`src/logic/afecr_pkg.sv`:
```
// package of the front-end configuration register bank: offsets, fields, resets, timing
// assumes a 50 MHz system clock and an APB master with 32-bit data
// What this block does
// positive select bits 7:4 route input n to positive side, codes 0 to 11
// negative select bits 3:0 same numbering; 1100 common input; 1101-1111 reserved
// codes 6 to 11 valid only on twelve-channel part; six-channel software avoids them
// after reset positive select is input 0, negative select is input 1
// delay bits 7:5 pick 14,25,64,256,1024,2048,4096 modulator periods before conversion
// amplifier enable bits 4:3: 00 bypass and power down, 01 enabled, rest reserved
// software sets gain to unity whenever it bypasses the amplifier
// gain bits 2:0 give gain two to the code, 1 to 128, reset unity
// gain setting register at 03h, reset 00h: delay, enable, gain
// data-rate register at 04h, reset 14h: chop, clock, mode, filter, rate code
// input select register at 02h, reset 01h: positive upper, negative lower nibble
// conversion mode bit 0 continuous, 1 single-shot
// every field reads back last written value or its reset value
package afecr_pkg;

    // ==========================================================
    // register map
    localparam logic [7:0] OFS_INPUT_SEL  = 8'h08;
    localparam logic [7:0] OFS_GAIN_SET   = 8'h0c;
    localparam logic [7:0] OFS_DATA_RATE  = 8'h10;
    localparam logic [7:0] OFS_FILT_STAT  = 8'h14;
    localparam logic [3:0] IDX_INPUT_SEL  = 4'h2;
    localparam logic [3:0] IDX_GAIN_SET   = 4'h3;
    localparam logic [3:0] IDX_DATA_RATE  = 4'h4;

    // ==========================================================
    // reset values
    localparam logic [7:0] RST_INPUT_SEL  = 8'h01;
    localparam logic [7:0] RST_GAIN_SET   = 8'h00;
    localparam logic [7:0] RST_DATA_RATE  = 8'h14;

    // ==========================================================
    // field positions
    localparam int POS_POS_SEL_LSB = 4;
    localparam int POS_DELAY_LSB = 5;
    localparam int POS_AMPEN_LSB = 3;
    localparam int POS_CHOP      = 7;
    localparam int POS_CLKSRC    = 6;
    localparam int POS_MODE      = 5;
    localparam int POS_FILTER    = 4;

    // ==========================================================
    // codes
    localparam logic [3:0] SEL_COMMON     = 4'hc;
    localparam logic [3:0] SEL_LAST_AIN   = 4'hb;
    localparam logic [3:0] SEL_LAST_SIX   = 4'h5;
    localparam logic [1:0] AMP_BYPASS     = 2'h0;
    localparam logic [1:0] AMP_ENABLED    = 2'h1;
    localparam logic [2:0] DLY_LAST_CODE  = 3'h6;

    // ==========================================================
    // timing: one modulator period at a 4.096 MHz modulator clock is 244 ns, rounded up to 13 cycles of 20 ns
    localparam int MOD_PERIOD_NS  = 244;
    localparam int CLK_PERIOD_NS  = 20;
    localparam int MOD_CYCLES     = (MOD_PERIOD_NS + CLK_PERIOD_NS - 1) / CLK_PERIOD_NS;
    localparam int DLY_W          = 16;

    typedef enum logic [1:0] {AFECR_IDLE, AFECR_WAIT, AFECR_RUN} afecr_state_t;

endpackage

```
`src/logic/afecr_delay_rom.sv`:
```
// registered lookup of the start delay in modulator periods per delay code
// assumes the caller holds the code stable while it waits one cycle for the value
module afecr_delay_rom (
    // clock and reset
    input  wire logic                           MCLK_I,
    input  wire logic                           RST_B_I,
    // lookup
    input  wire logic [2:0]                     code_i,
    output logic      [afecr_pkg::DLY_W-1:0]    periods_o
);
    logic [afecr_pkg::DLY_W-1:0] periods_d;
    logic [afecr_pkg::DLY_W-1:0] periods_q;

    // period table
    always_comb begin
        unique case (code_i)
            3'h0:    periods_d = 16'h000e;
            3'h1:    periods_d = 16'h0019;
            3'h2:    periods_d = 16'h0040;
            3'h3:    periods_d = 16'h0100;
            3'h4:    periods_d = 16'h0400;
            3'h5:    periods_d = 16'h0800;
            3'h6:    periods_d = 16'h1000;
            // reserved code falls back on the longest wait, the safe side
            default: periods_d = 16'h1000;
        endcase
    end

    always_ff @(posedge MCLK_I) begin
        if (!RST_B_I) begin
            periods_q <= 16'h000e;
        end else begin
            periods_q <= periods_d;
        end
    end

    assign periods_o = periods_q;
endmodule

```
`src/logic/afecr_regs.sv`:
```
// front-end configuration register bank on APB with decoded controls to the analog side
// assumes an APB master on the same clock; the analog front end samples the outputs
//
// The APB interface to the registers was left to the implementer.
module afecr_regs #(
    parameter int TWELVE_CH = 1
) (
    // clock and reset
    input  wire logic        MCLK_I,
    input  wire logic        RST_B_I,
    // apb slave
    input  wire logic        PSEL_I,
    input  wire logic        PENABLE_I,
    input  wire logic        PWRITE_I,
    input  wire logic [7:0]  PADDR_I,
    input  wire logic [31:0] PWDATA_I,
    input  wire logic [3:0]  PSTRB_I,
    output logic      [31:0] PRDATA_O,
    output logic             PREADY_O,
    output logic             PSLVERR_O,
    // input selection
    output logic      [11:0] POS_INPUT_ONEHOT_O,
    output logic      [11:0] NEG_INPUT_ONEHOT_O,
    output logic             NEG_COMMON_SEL_O,
    output logic             POS_COMMON_SEL_O,
    output logic             SEL_INVALID_O,
    // amplifier
    output logic             AMP_POWER_O,
    output logic             AMP_BYPASS_O,
    output logic      [7:0]  AMP_GAIN_O,
    // data-rate controls
    output logic             CHOP_EN_O,
    output logic             EXT_CLK_SEL_O,
    output logic             SINGLE_SHOT_O,
    output logic             LOW_LAT_FILT_O,
    output logic      [3:0]  OUTPUT_RATE_CODE_O,
    // conversion start after a filter-resetting write
    output logic             FILTER_RESET_O,
    output logic             CONV_START_O
);
    // ==========================================================
    // bus decode
    logic       wr_en;
    logic       rd_en;
    logic       hit_sel;
    logic       hit_gain;
    logic       hit_rate;
    logic       hit_stat;
    logic       mapped;

    assign wr_en    = PSEL_I && PENABLE_I && PWRITE_I && PSTRB_I[0];
    assign rd_en    = PSEL_I && PENABLE_I && !PWRITE_I;
    assign hit_sel  = (PADDR_I == afecr_pkg::OFS_INPUT_SEL);
    assign hit_gain = (PADDR_I == afecr_pkg::OFS_GAIN_SET);
    assign hit_rate = (PADDR_I == afecr_pkg::OFS_DATA_RATE);
    assign hit_stat = (PADDR_I == afecr_pkg::OFS_FILT_STAT);
    assign mapped   = hit_sel || hit_gain || hit_rate || hit_stat;

    assign PREADY_O  = 1'b1;
    // unmapped addresses and writes to the status word answer with an error
    assign PSLVERR_O = PSEL_I && PENABLE_I && (!mapped || (PWRITE_I && hit_stat));

    // ==========================================================
    // register storage
    logic [7:0] input_channel_select_q;
    logic [7:0] input_channel_select_d;
    logic [7:0] gain_setting_q;
    logic [7:0] gain_setting_d;
    logic [7:0] data_rate_config_q;
    logic [7:0] data_rate_config_d;
    logic [31:0] prdata_q;
    logic [31:0] prdata_d;
    logic        cfg_write;

    always_comb begin
        input_channel_select_d = input_channel_select_q;
        gain_setting_d         = gain_setting_q;
        data_rate_config_d     = data_rate_config_q;
        cfg_write              = 1'b0;
        // write stores whole byte
        if (wr_en && hit_sel) begin
            input_channel_select_d = PWDATA_I[7:0];
            cfg_write              = 1'b1;
        end
        if (wr_en && hit_gain) begin
            gain_setting_d = PWDATA_I[7:0];
            cfg_write      = 1'b1;
        end
        if (wr_en && hit_rate) begin
            data_rate_config_d = PWDATA_I[7:0];
            cfg_write          = 1'b1;
        end
    end

    // ==========================================================
    // start-delay sequencer
    logic [afecr_pkg::DLY_W-1:0] delay_periods;
    logic [afecr_pkg::DLY_W-1:0] period_cnt_q;
    logic [afecr_pkg::DLY_W-1:0] period_cnt_d;
    logic [7:0]                  mod_cnt_q;
    logic [7:0]                  mod_cnt_d;
    afecr_pkg::afecr_state_t     state_q;
    afecr_pkg::afecr_state_t     state_d;
    logic                        start_d;
    logic                        start_q;
    logic                        freset_q;

    afecr_delay_rom u_delay_rom (
        .MCLK_I    (MCLK_I),
        .RST_B_I   (RST_B_I),
        .code_i    (gain_setting_q[afecr_pkg::POS_DELAY_LSB +: 3]),
        .periods_o (delay_periods)
    );

    // delay before first conversion
    always_comb begin
        state_d      = state_q;
        period_cnt_d = period_cnt_q;
        mod_cnt_d    = mod_cnt_q;
        start_d      = 1'b0;
        unique case (state_q)
            afecr_pkg::AFECR_IDLE: begin
                // one cycle lets the table settle on the newly written code
                if (cfg_write) begin
                    state_d = afecr_pkg::AFECR_WAIT;
                end
            end
            afecr_pkg::AFECR_WAIT: begin
                // the table registers the code a cycle after the write lands,
                // so loading at once would take the delay of the old code
                if (!freset_q) begin
                    period_cnt_d = delay_periods;
                    mod_cnt_d    = 8'(afecr_pkg::MOD_CYCLES - 1);
                    state_d      = afecr_pkg::AFECR_RUN;
                end
            end
            afecr_pkg::AFECR_RUN: begin
                if (mod_cnt_q != 8'h00) begin
                    mod_cnt_d = mod_cnt_q - 8'h01;
                end else if (period_cnt_q > 16'h0001) begin
                    mod_cnt_d    = 8'(afecr_pkg::MOD_CYCLES - 1);
                    period_cnt_d = period_cnt_q - 16'h0001;
                end else begin
                    start_d = 1'b1;
                    state_d = afecr_pkg::AFECR_IDLE;
                end
            end
        endcase
        // a further write restarts the wait from the new settings
        if (cfg_write) begin
            state_d = afecr_pkg::AFECR_WAIT;
            start_d = 1'b0;
        end
    end

    // ==========================================================
    // read mux
    always_comb begin
        prdata_d = prdata_q;
        if (PSEL_I && !PENABLE_I && !PWRITE_I) begin
            prdata_d = 32'h0000_0000;
            // readback of stored value
            if (hit_sel) begin
                prdata_d[7:0] = input_channel_select_q;
            end
            if (hit_gain) begin
                prdata_d[7:0] = gain_setting_q;
            end
            if (hit_rate) begin
                prdata_d[7:0] = data_rate_config_q;
            end
            if (hit_stat) begin
                prdata_d[0] = (state_q != afecr_pkg::AFECR_IDLE);
            end
        end
    end

    always_ff @(posedge MCLK_I) begin
        if (!RST_B_I) begin
            // default input pair
            // input select reset
            input_channel_select_q <= afecr_pkg::RST_INPUT_SEL;
            // gain register reset
            gain_setting_q         <= afecr_pkg::RST_GAIN_SET;
            // data-rate reset
            data_rate_config_q     <= afecr_pkg::RST_DATA_RATE;
            prdata_q               <= 32'h0000_0000;
            state_q                <= afecr_pkg::AFECR_IDLE;
            period_cnt_q           <= 16'h0000;
            mod_cnt_q              <= 8'h00;
            start_q                <= 1'b0;
            freset_q               <= 1'b0;
        end else begin
            input_channel_select_q <= input_channel_select_d;
            gain_setting_q         <= gain_setting_d;
            data_rate_config_q     <= data_rate_config_d;
            prdata_q               <= prdata_d;
            state_q                <= state_d;
            period_cnt_q           <= period_cnt_d;
            mod_cnt_q              <= mod_cnt_d;
            start_q                <= start_d;
            freset_q               <= cfg_write;
        end
    end

    assign PRDATA_O       = rd_en ? prdata_q : 32'h0000_0000;
    assign CONV_START_O   = start_q;
    assign FILTER_RESET_O = freset_q;

    // ==========================================================
    // input decode
    logic [3:0] positive_input_select;
    logic [3:0] negative_input_select;
    assign positive_input_select = input_channel_select_q[afecr_pkg::POS_POS_SEL_LSB +: 4];
    assign negative_input_select = input_channel_select_q[3:0];

    // positive input routing
    // negative input routing
    for (genvar n = 0; n < 12; n++) begin : g_ain
        assign POS_INPUT_ONEHOT_O[n] = (positive_input_select == 4'(n));
        assign NEG_INPUT_ONEHOT_O[n] = (negative_input_select == 4'(n));
    end
    assign POS_COMMON_SEL_O = (positive_input_select == afecr_pkg::SEL_COMMON);
    assign NEG_COMMON_SEL_O = (negative_input_select == afecr_pkg::SEL_COMMON);

    // channel-count check
    logic [3:0] last_ok;
    assign last_ok       = (TWELVE_CH != 0) ? afecr_pkg::SEL_LAST_AIN : afecr_pkg::SEL_LAST_SIX;
    assign SEL_INVALID_O = ((positive_input_select > last_ok)
                            && (positive_input_select != afecr_pkg::SEL_COMMON))
                        || ((negative_input_select > last_ok)
                            && (negative_input_select != afecr_pkg::SEL_COMMON));

    // ==========================================================
    // amplifier decode
    logic [1:0] amp_en;
    logic [2:0] gain;
    assign amp_en = gain_setting_q[afecr_pkg::POS_AMPEN_LSB +: 2];
    assign gain   = gain_setting_q[2:0];

    // enable or bypass; reserved codes also bypass
    assign AMP_POWER_O  = (amp_en == afecr_pkg::AMP_ENABLED);
    assign AMP_BYPASS_O = (amp_en != afecr_pkg::AMP_ENABLED);
    // bypass forces unity, covering software that forgets
    // gain power of two
    assign AMP_GAIN_O   = AMP_BYPASS_O ? 8'h01 : (8'h01 << gain);

    // data-rate fields
    assign CHOP_EN_O          = data_rate_config_q[afecr_pkg::POS_CHOP];
    assign EXT_CLK_SEL_O      = data_rate_config_q[afecr_pkg::POS_CLKSRC];
    // mode bit
    assign SINGLE_SHOT_O      = data_rate_config_q[afecr_pkg::POS_MODE];
    assign LOW_LAT_FILT_O     = data_rate_config_q[afecr_pkg::POS_FILTER];
    assign OUTPUT_RATE_CODE_O = data_rate_config_q[3:0];
endmodule

```
`config.mk`:
```
export PLATFORM = sky130hd
export DESIGN_NAME = afecr_regs
export DESIGN_NICKNAME = d
export VERILOG_FILES = /design/src/logic/afecr_pkg.sv /design/src/logic/afecr_delay_rom.sv /design/src/logic/afecr_regs.sv
export SDC_FILE = /design/constraint.sdc
export NUM_CORES = 1
export LEC_CHECK = 0
export ABC_AREA = 0
export BUFFER_PORTS_ARGS = -buffer_cell sky130_fd_sc_hd__clkbuf_2
export CAP_MARGIN = 10
export CELL_PAD_IN_SITES_DETAIL_PLACEMENT = 1
export CELL_PAD_IN_SITES_GLOBAL_PLACEMENT = 1
export CORE_MARGIN = 2
export CORE_UTILIZATION = 39
export CTS_CLUSTER_SIZE = 28
export DETAILED_ROUTE_END_ITERATION = 8
export GPL_TIMING_DRIVEN = 0
export PLACE_DENSITY = 0.92
export SETUP_SLACK_MARGIN = 0.15
export SYNTH_ARGS = -nofsm -noshare
export SYNTH_HDL_FRONTEND = slang
export SYNTH_HIERARCHICAL = 1
export SYNTH_SLANG_ARGS = --single-unit
```
`constraint.sdc`:
```
create_clock -name MCLK_I -period 4.89 [get_ports MCLK_I]
set_clock_uncertainty 0.05 [all_clocks]
set_input_delay 0.978 -clock MCLK_I [delete_from_list [all_inputs] [get_ports MCLK_I]]
set_output_delay 0.978 -clock MCLK_I [all_outputs]
set_load 0.02 [all_outputs]
```
==> summary.txt <==
Cell area after synthesis: 3978 µm²
GRT busiest layer: met2
Iter 0 DRT Violations: 220
Sequential fraction of the synthesis area: 34.22%
Startpoint types: primary input
Slew Limit Fails: 0
Final setup viols: 0
Initial Util: 40.51%
Most frequent cells in the layout: clkbuf_2 (77), dfxtp_1 (68), nand2_1 (54)
ANT cells: 0
Met1 Use GR: 25.67%
Post-synth top area share: 34.22%
Setup bufs post-CTS: 0
WP data required: 3.86 ns
Delay of the slowest critical-path stage: 0.60 ns
Htree depth: 3
Period utilisation layout: 66.31%
RSZ-0062 raised after global routing: no
Slowest-stage cell, CP: or4_4
Synthesis Warnings: 6
P&R area growth vs syn: 21.23%
Crit-path cells: clkbuf_2, or4_4, nor2_1, a21oi_1, clkbuf_2
Power Dens Cells: 303.2 nW/µm²
Inst Count DP: 738
Gate Count Post-Synth: 500
Max-cap violations: 0
All-layer global routing usage: 22.47%
Leak: 2.014 nW
Post-Syn Area per Cell: 7.955 µm²
Final WL: 12460 µm
Largest net degree at the start of global routing: 14
Area leader, netlist: dfxtp_1
Commonest non-fill, non-tap cell in the layout: clkbuf_2
FP Rows: 36
Min-Delay Path Class: reg2reg
Tmin final: 3.243 ns
Mean number of vias per cell: 5.478
Synth async-reset ratio: 0%
Fillers: 1283
Gpl congestion: 0.8759
Port Buffers: 77
CTS tree: done
GR Layer Usage met2: 42.30%
Hold Vio Cnt, Final: 0
Die Width: 105.0 µm
Routed Antenna Nets: 0
Die Y: 105.0 µm
DRC errors left: 0
Layout cells sized above 1: 24.35%
Clk root buf: clkbuf_8
Placed wire-length estimate: 9378 µm
Setup tns final: 0 ns
CTS sink count: 68
CP delay by family, top: simple AND/OR/NAND/NOR gates
Clk pin slew, worst setup/hold paths: 0.07 ns
DRT Pass-1 Iters: 6
Met3 GRT Util: 4.866%
Max VDD drop: 0.1509 mV
DR WL/cell: 16.55 µm
Worst-margin pin slew: 0.7829 ns
Slew margin rel.: 47.37%
GR Overflow Total: 0
Initial antenna violation count: 0
Ys flop type: dfxtp_1
Register bit total from synthesis: 68
Nets: 672
Vias: 4125
F_max: 0.3084 GHz
Die Area: 11020 µm²
CP most frequent cell: clkbuf_2
Clock latency on the worst-skew pair: 0.35 ns
Critical path class: in2out
Count of flip-flops with a built-in enable after synthesis: 0
Post-synthesis cell type count: 65
Top cells by area, synth: dfxtp_1 (34%), buf_4 (6.2%), a21oi_1 (6.0%)
Top-level I/O count: 130
Status: complete, no violations
Crit path DAT: 2.21 ns
Longest Clk Path Bufs: 2
CORE AREA: 9819 µm²
Num CTS Buffers: 9
Endpoint class of the critical path: primary output
Hold_buf cts: 0
Crit path buf inv count: 2
Crit path max fanout: 4
Fin cells: 753
Resize count post-CTS: 0
First-pass GRT wire length: 20220 µm
Vias in the first global route: 4165
-- per-layer routing --
| layer | vias to the layer above | part of all wire [%] |
|---|---|---|
| li1 | 1959 | - |
| met1 | 1981 | 40 |
| met2 | 172 | 53 |
| met3 | 13 | 6.7 |
| met4 | 0 | 1.2 |
| met5 | - | 0 |
-- worst reg2reg max path, cell delays in order, from the launching register on --
cell	delay (ns)
dfxtp_1	0.35
nor4_1	0.69
nand4_1	0.43
o221ai_4	0.39
buf_2	0.32
o21ai_1	0.10
o21a_1	0.19
-- path summary, 6_finish.rpt --
check | slack (ns) | to | cells after the start | startpoint
max | 1.65 | PSLVERR_O | 5 | PADDR_I[0]
min | 0.43 | prdata_q[0] | 2 | prdata_q[0]
max reg2reg | 2.27 | mod_cnt_q[3] | 6 | period_cnt_q[10]
min reg2reg | 0.43 | prdata_q[0] | 2 | prdata_q[0]
-- kinds of logic after synthesis --
kind of cell / Yosys count / share of synthesized area (%)
AOI/OAI and AO/OA: 119 / 20.01
DFF: 68 / 34.22
muxes: 9 / 2.265
buffers and inverters: 76 / 10.57
and+or+nand+nor: 214 / 29.57
xor gates and xnor gates: 4 / 0.8809
adders and majority gates: 7 / 2.202
other: 3 / 0.2831
-- power breakdown --
part           leakage, nW  internal, mW  switching (mW)  total (mW)
combinational         1.37         0.155           0.255       0.410
sequential           0.550         0.578          0.0281       0.607
clock               0.0986         0.236           0.209       0.445
-- cells in the mapped netlist, types with 6 or more instances --
cell / number
nand3_1: 26
o21ai_0: 13
a222oi_1: 7
nor3_1: 21
o32ai_1: 7
dfxtp_1: 68
ha_1: 7
mux2i_1: 9
inv_1: 11
nand2b_1: 13
a21oi_1: 48
nor4_1: 6
and2_1: 10
nand2_1: 54
nor2_1: 40
o21ai_1: 9
or3_1: 6
clkbuf_1: 24
buf_4: 33
-- registers in the layout, indices dropped and copies added (netlist names) --
| register | count |
|---|---|
| input_channel_select_q | 8 |
| period_cnt_q | 16 |
| u_delay_rom/periods_o | 8 |
| FILTER_RESET_O | 1 |
| state_q | 2 |
| mod_cnt_q | 8 |
| prdata_q | 8 |
| gain_setting_q | 8 |
| data_rate_config_q | 8 |
| CONV_START_O | 1 |
-- stage by stage --
stage	hold WS, ns	setup WS (ns)	util [%]	power [mW]	instance area, µm²
after floorplan	0.3917	1.947	-	0.9188	4083
after global placement	0.4121	1.709	47.20	1.000	4634
after detailed placement	0.4128	1.662	47.20	1.019	4634
after CTS	0.4216	1.658	49.11	1.467	4822
after global routing	0.4356	1.605	49.11	1.533	4822
final	0.4259	1.647	49.11	1.462	4822
-- final cells by class --
| class | count | area, µm² | share of cell area [%] |
|---|---|---|---|
| multi-input cells | 384 | 2301 | 47.72 |
| clock inverters | 1 | 5.005 | 0.1038 |
| plain buffers | 64 | 375.4 | 7.784 |
| clock buffers | 14 | 182.7 | 3.788 |
| inverters | 12 | 45.04 | 0.9341 |
| repair buffers | 77 | 385.4 | 7.992 |
| flip-flops and latches | 68 | 1361 | 28.23 |
| well taps | 133 | 166.4 | 3.451 |
No activity file was read; power rests on OpenSTA's default activity.
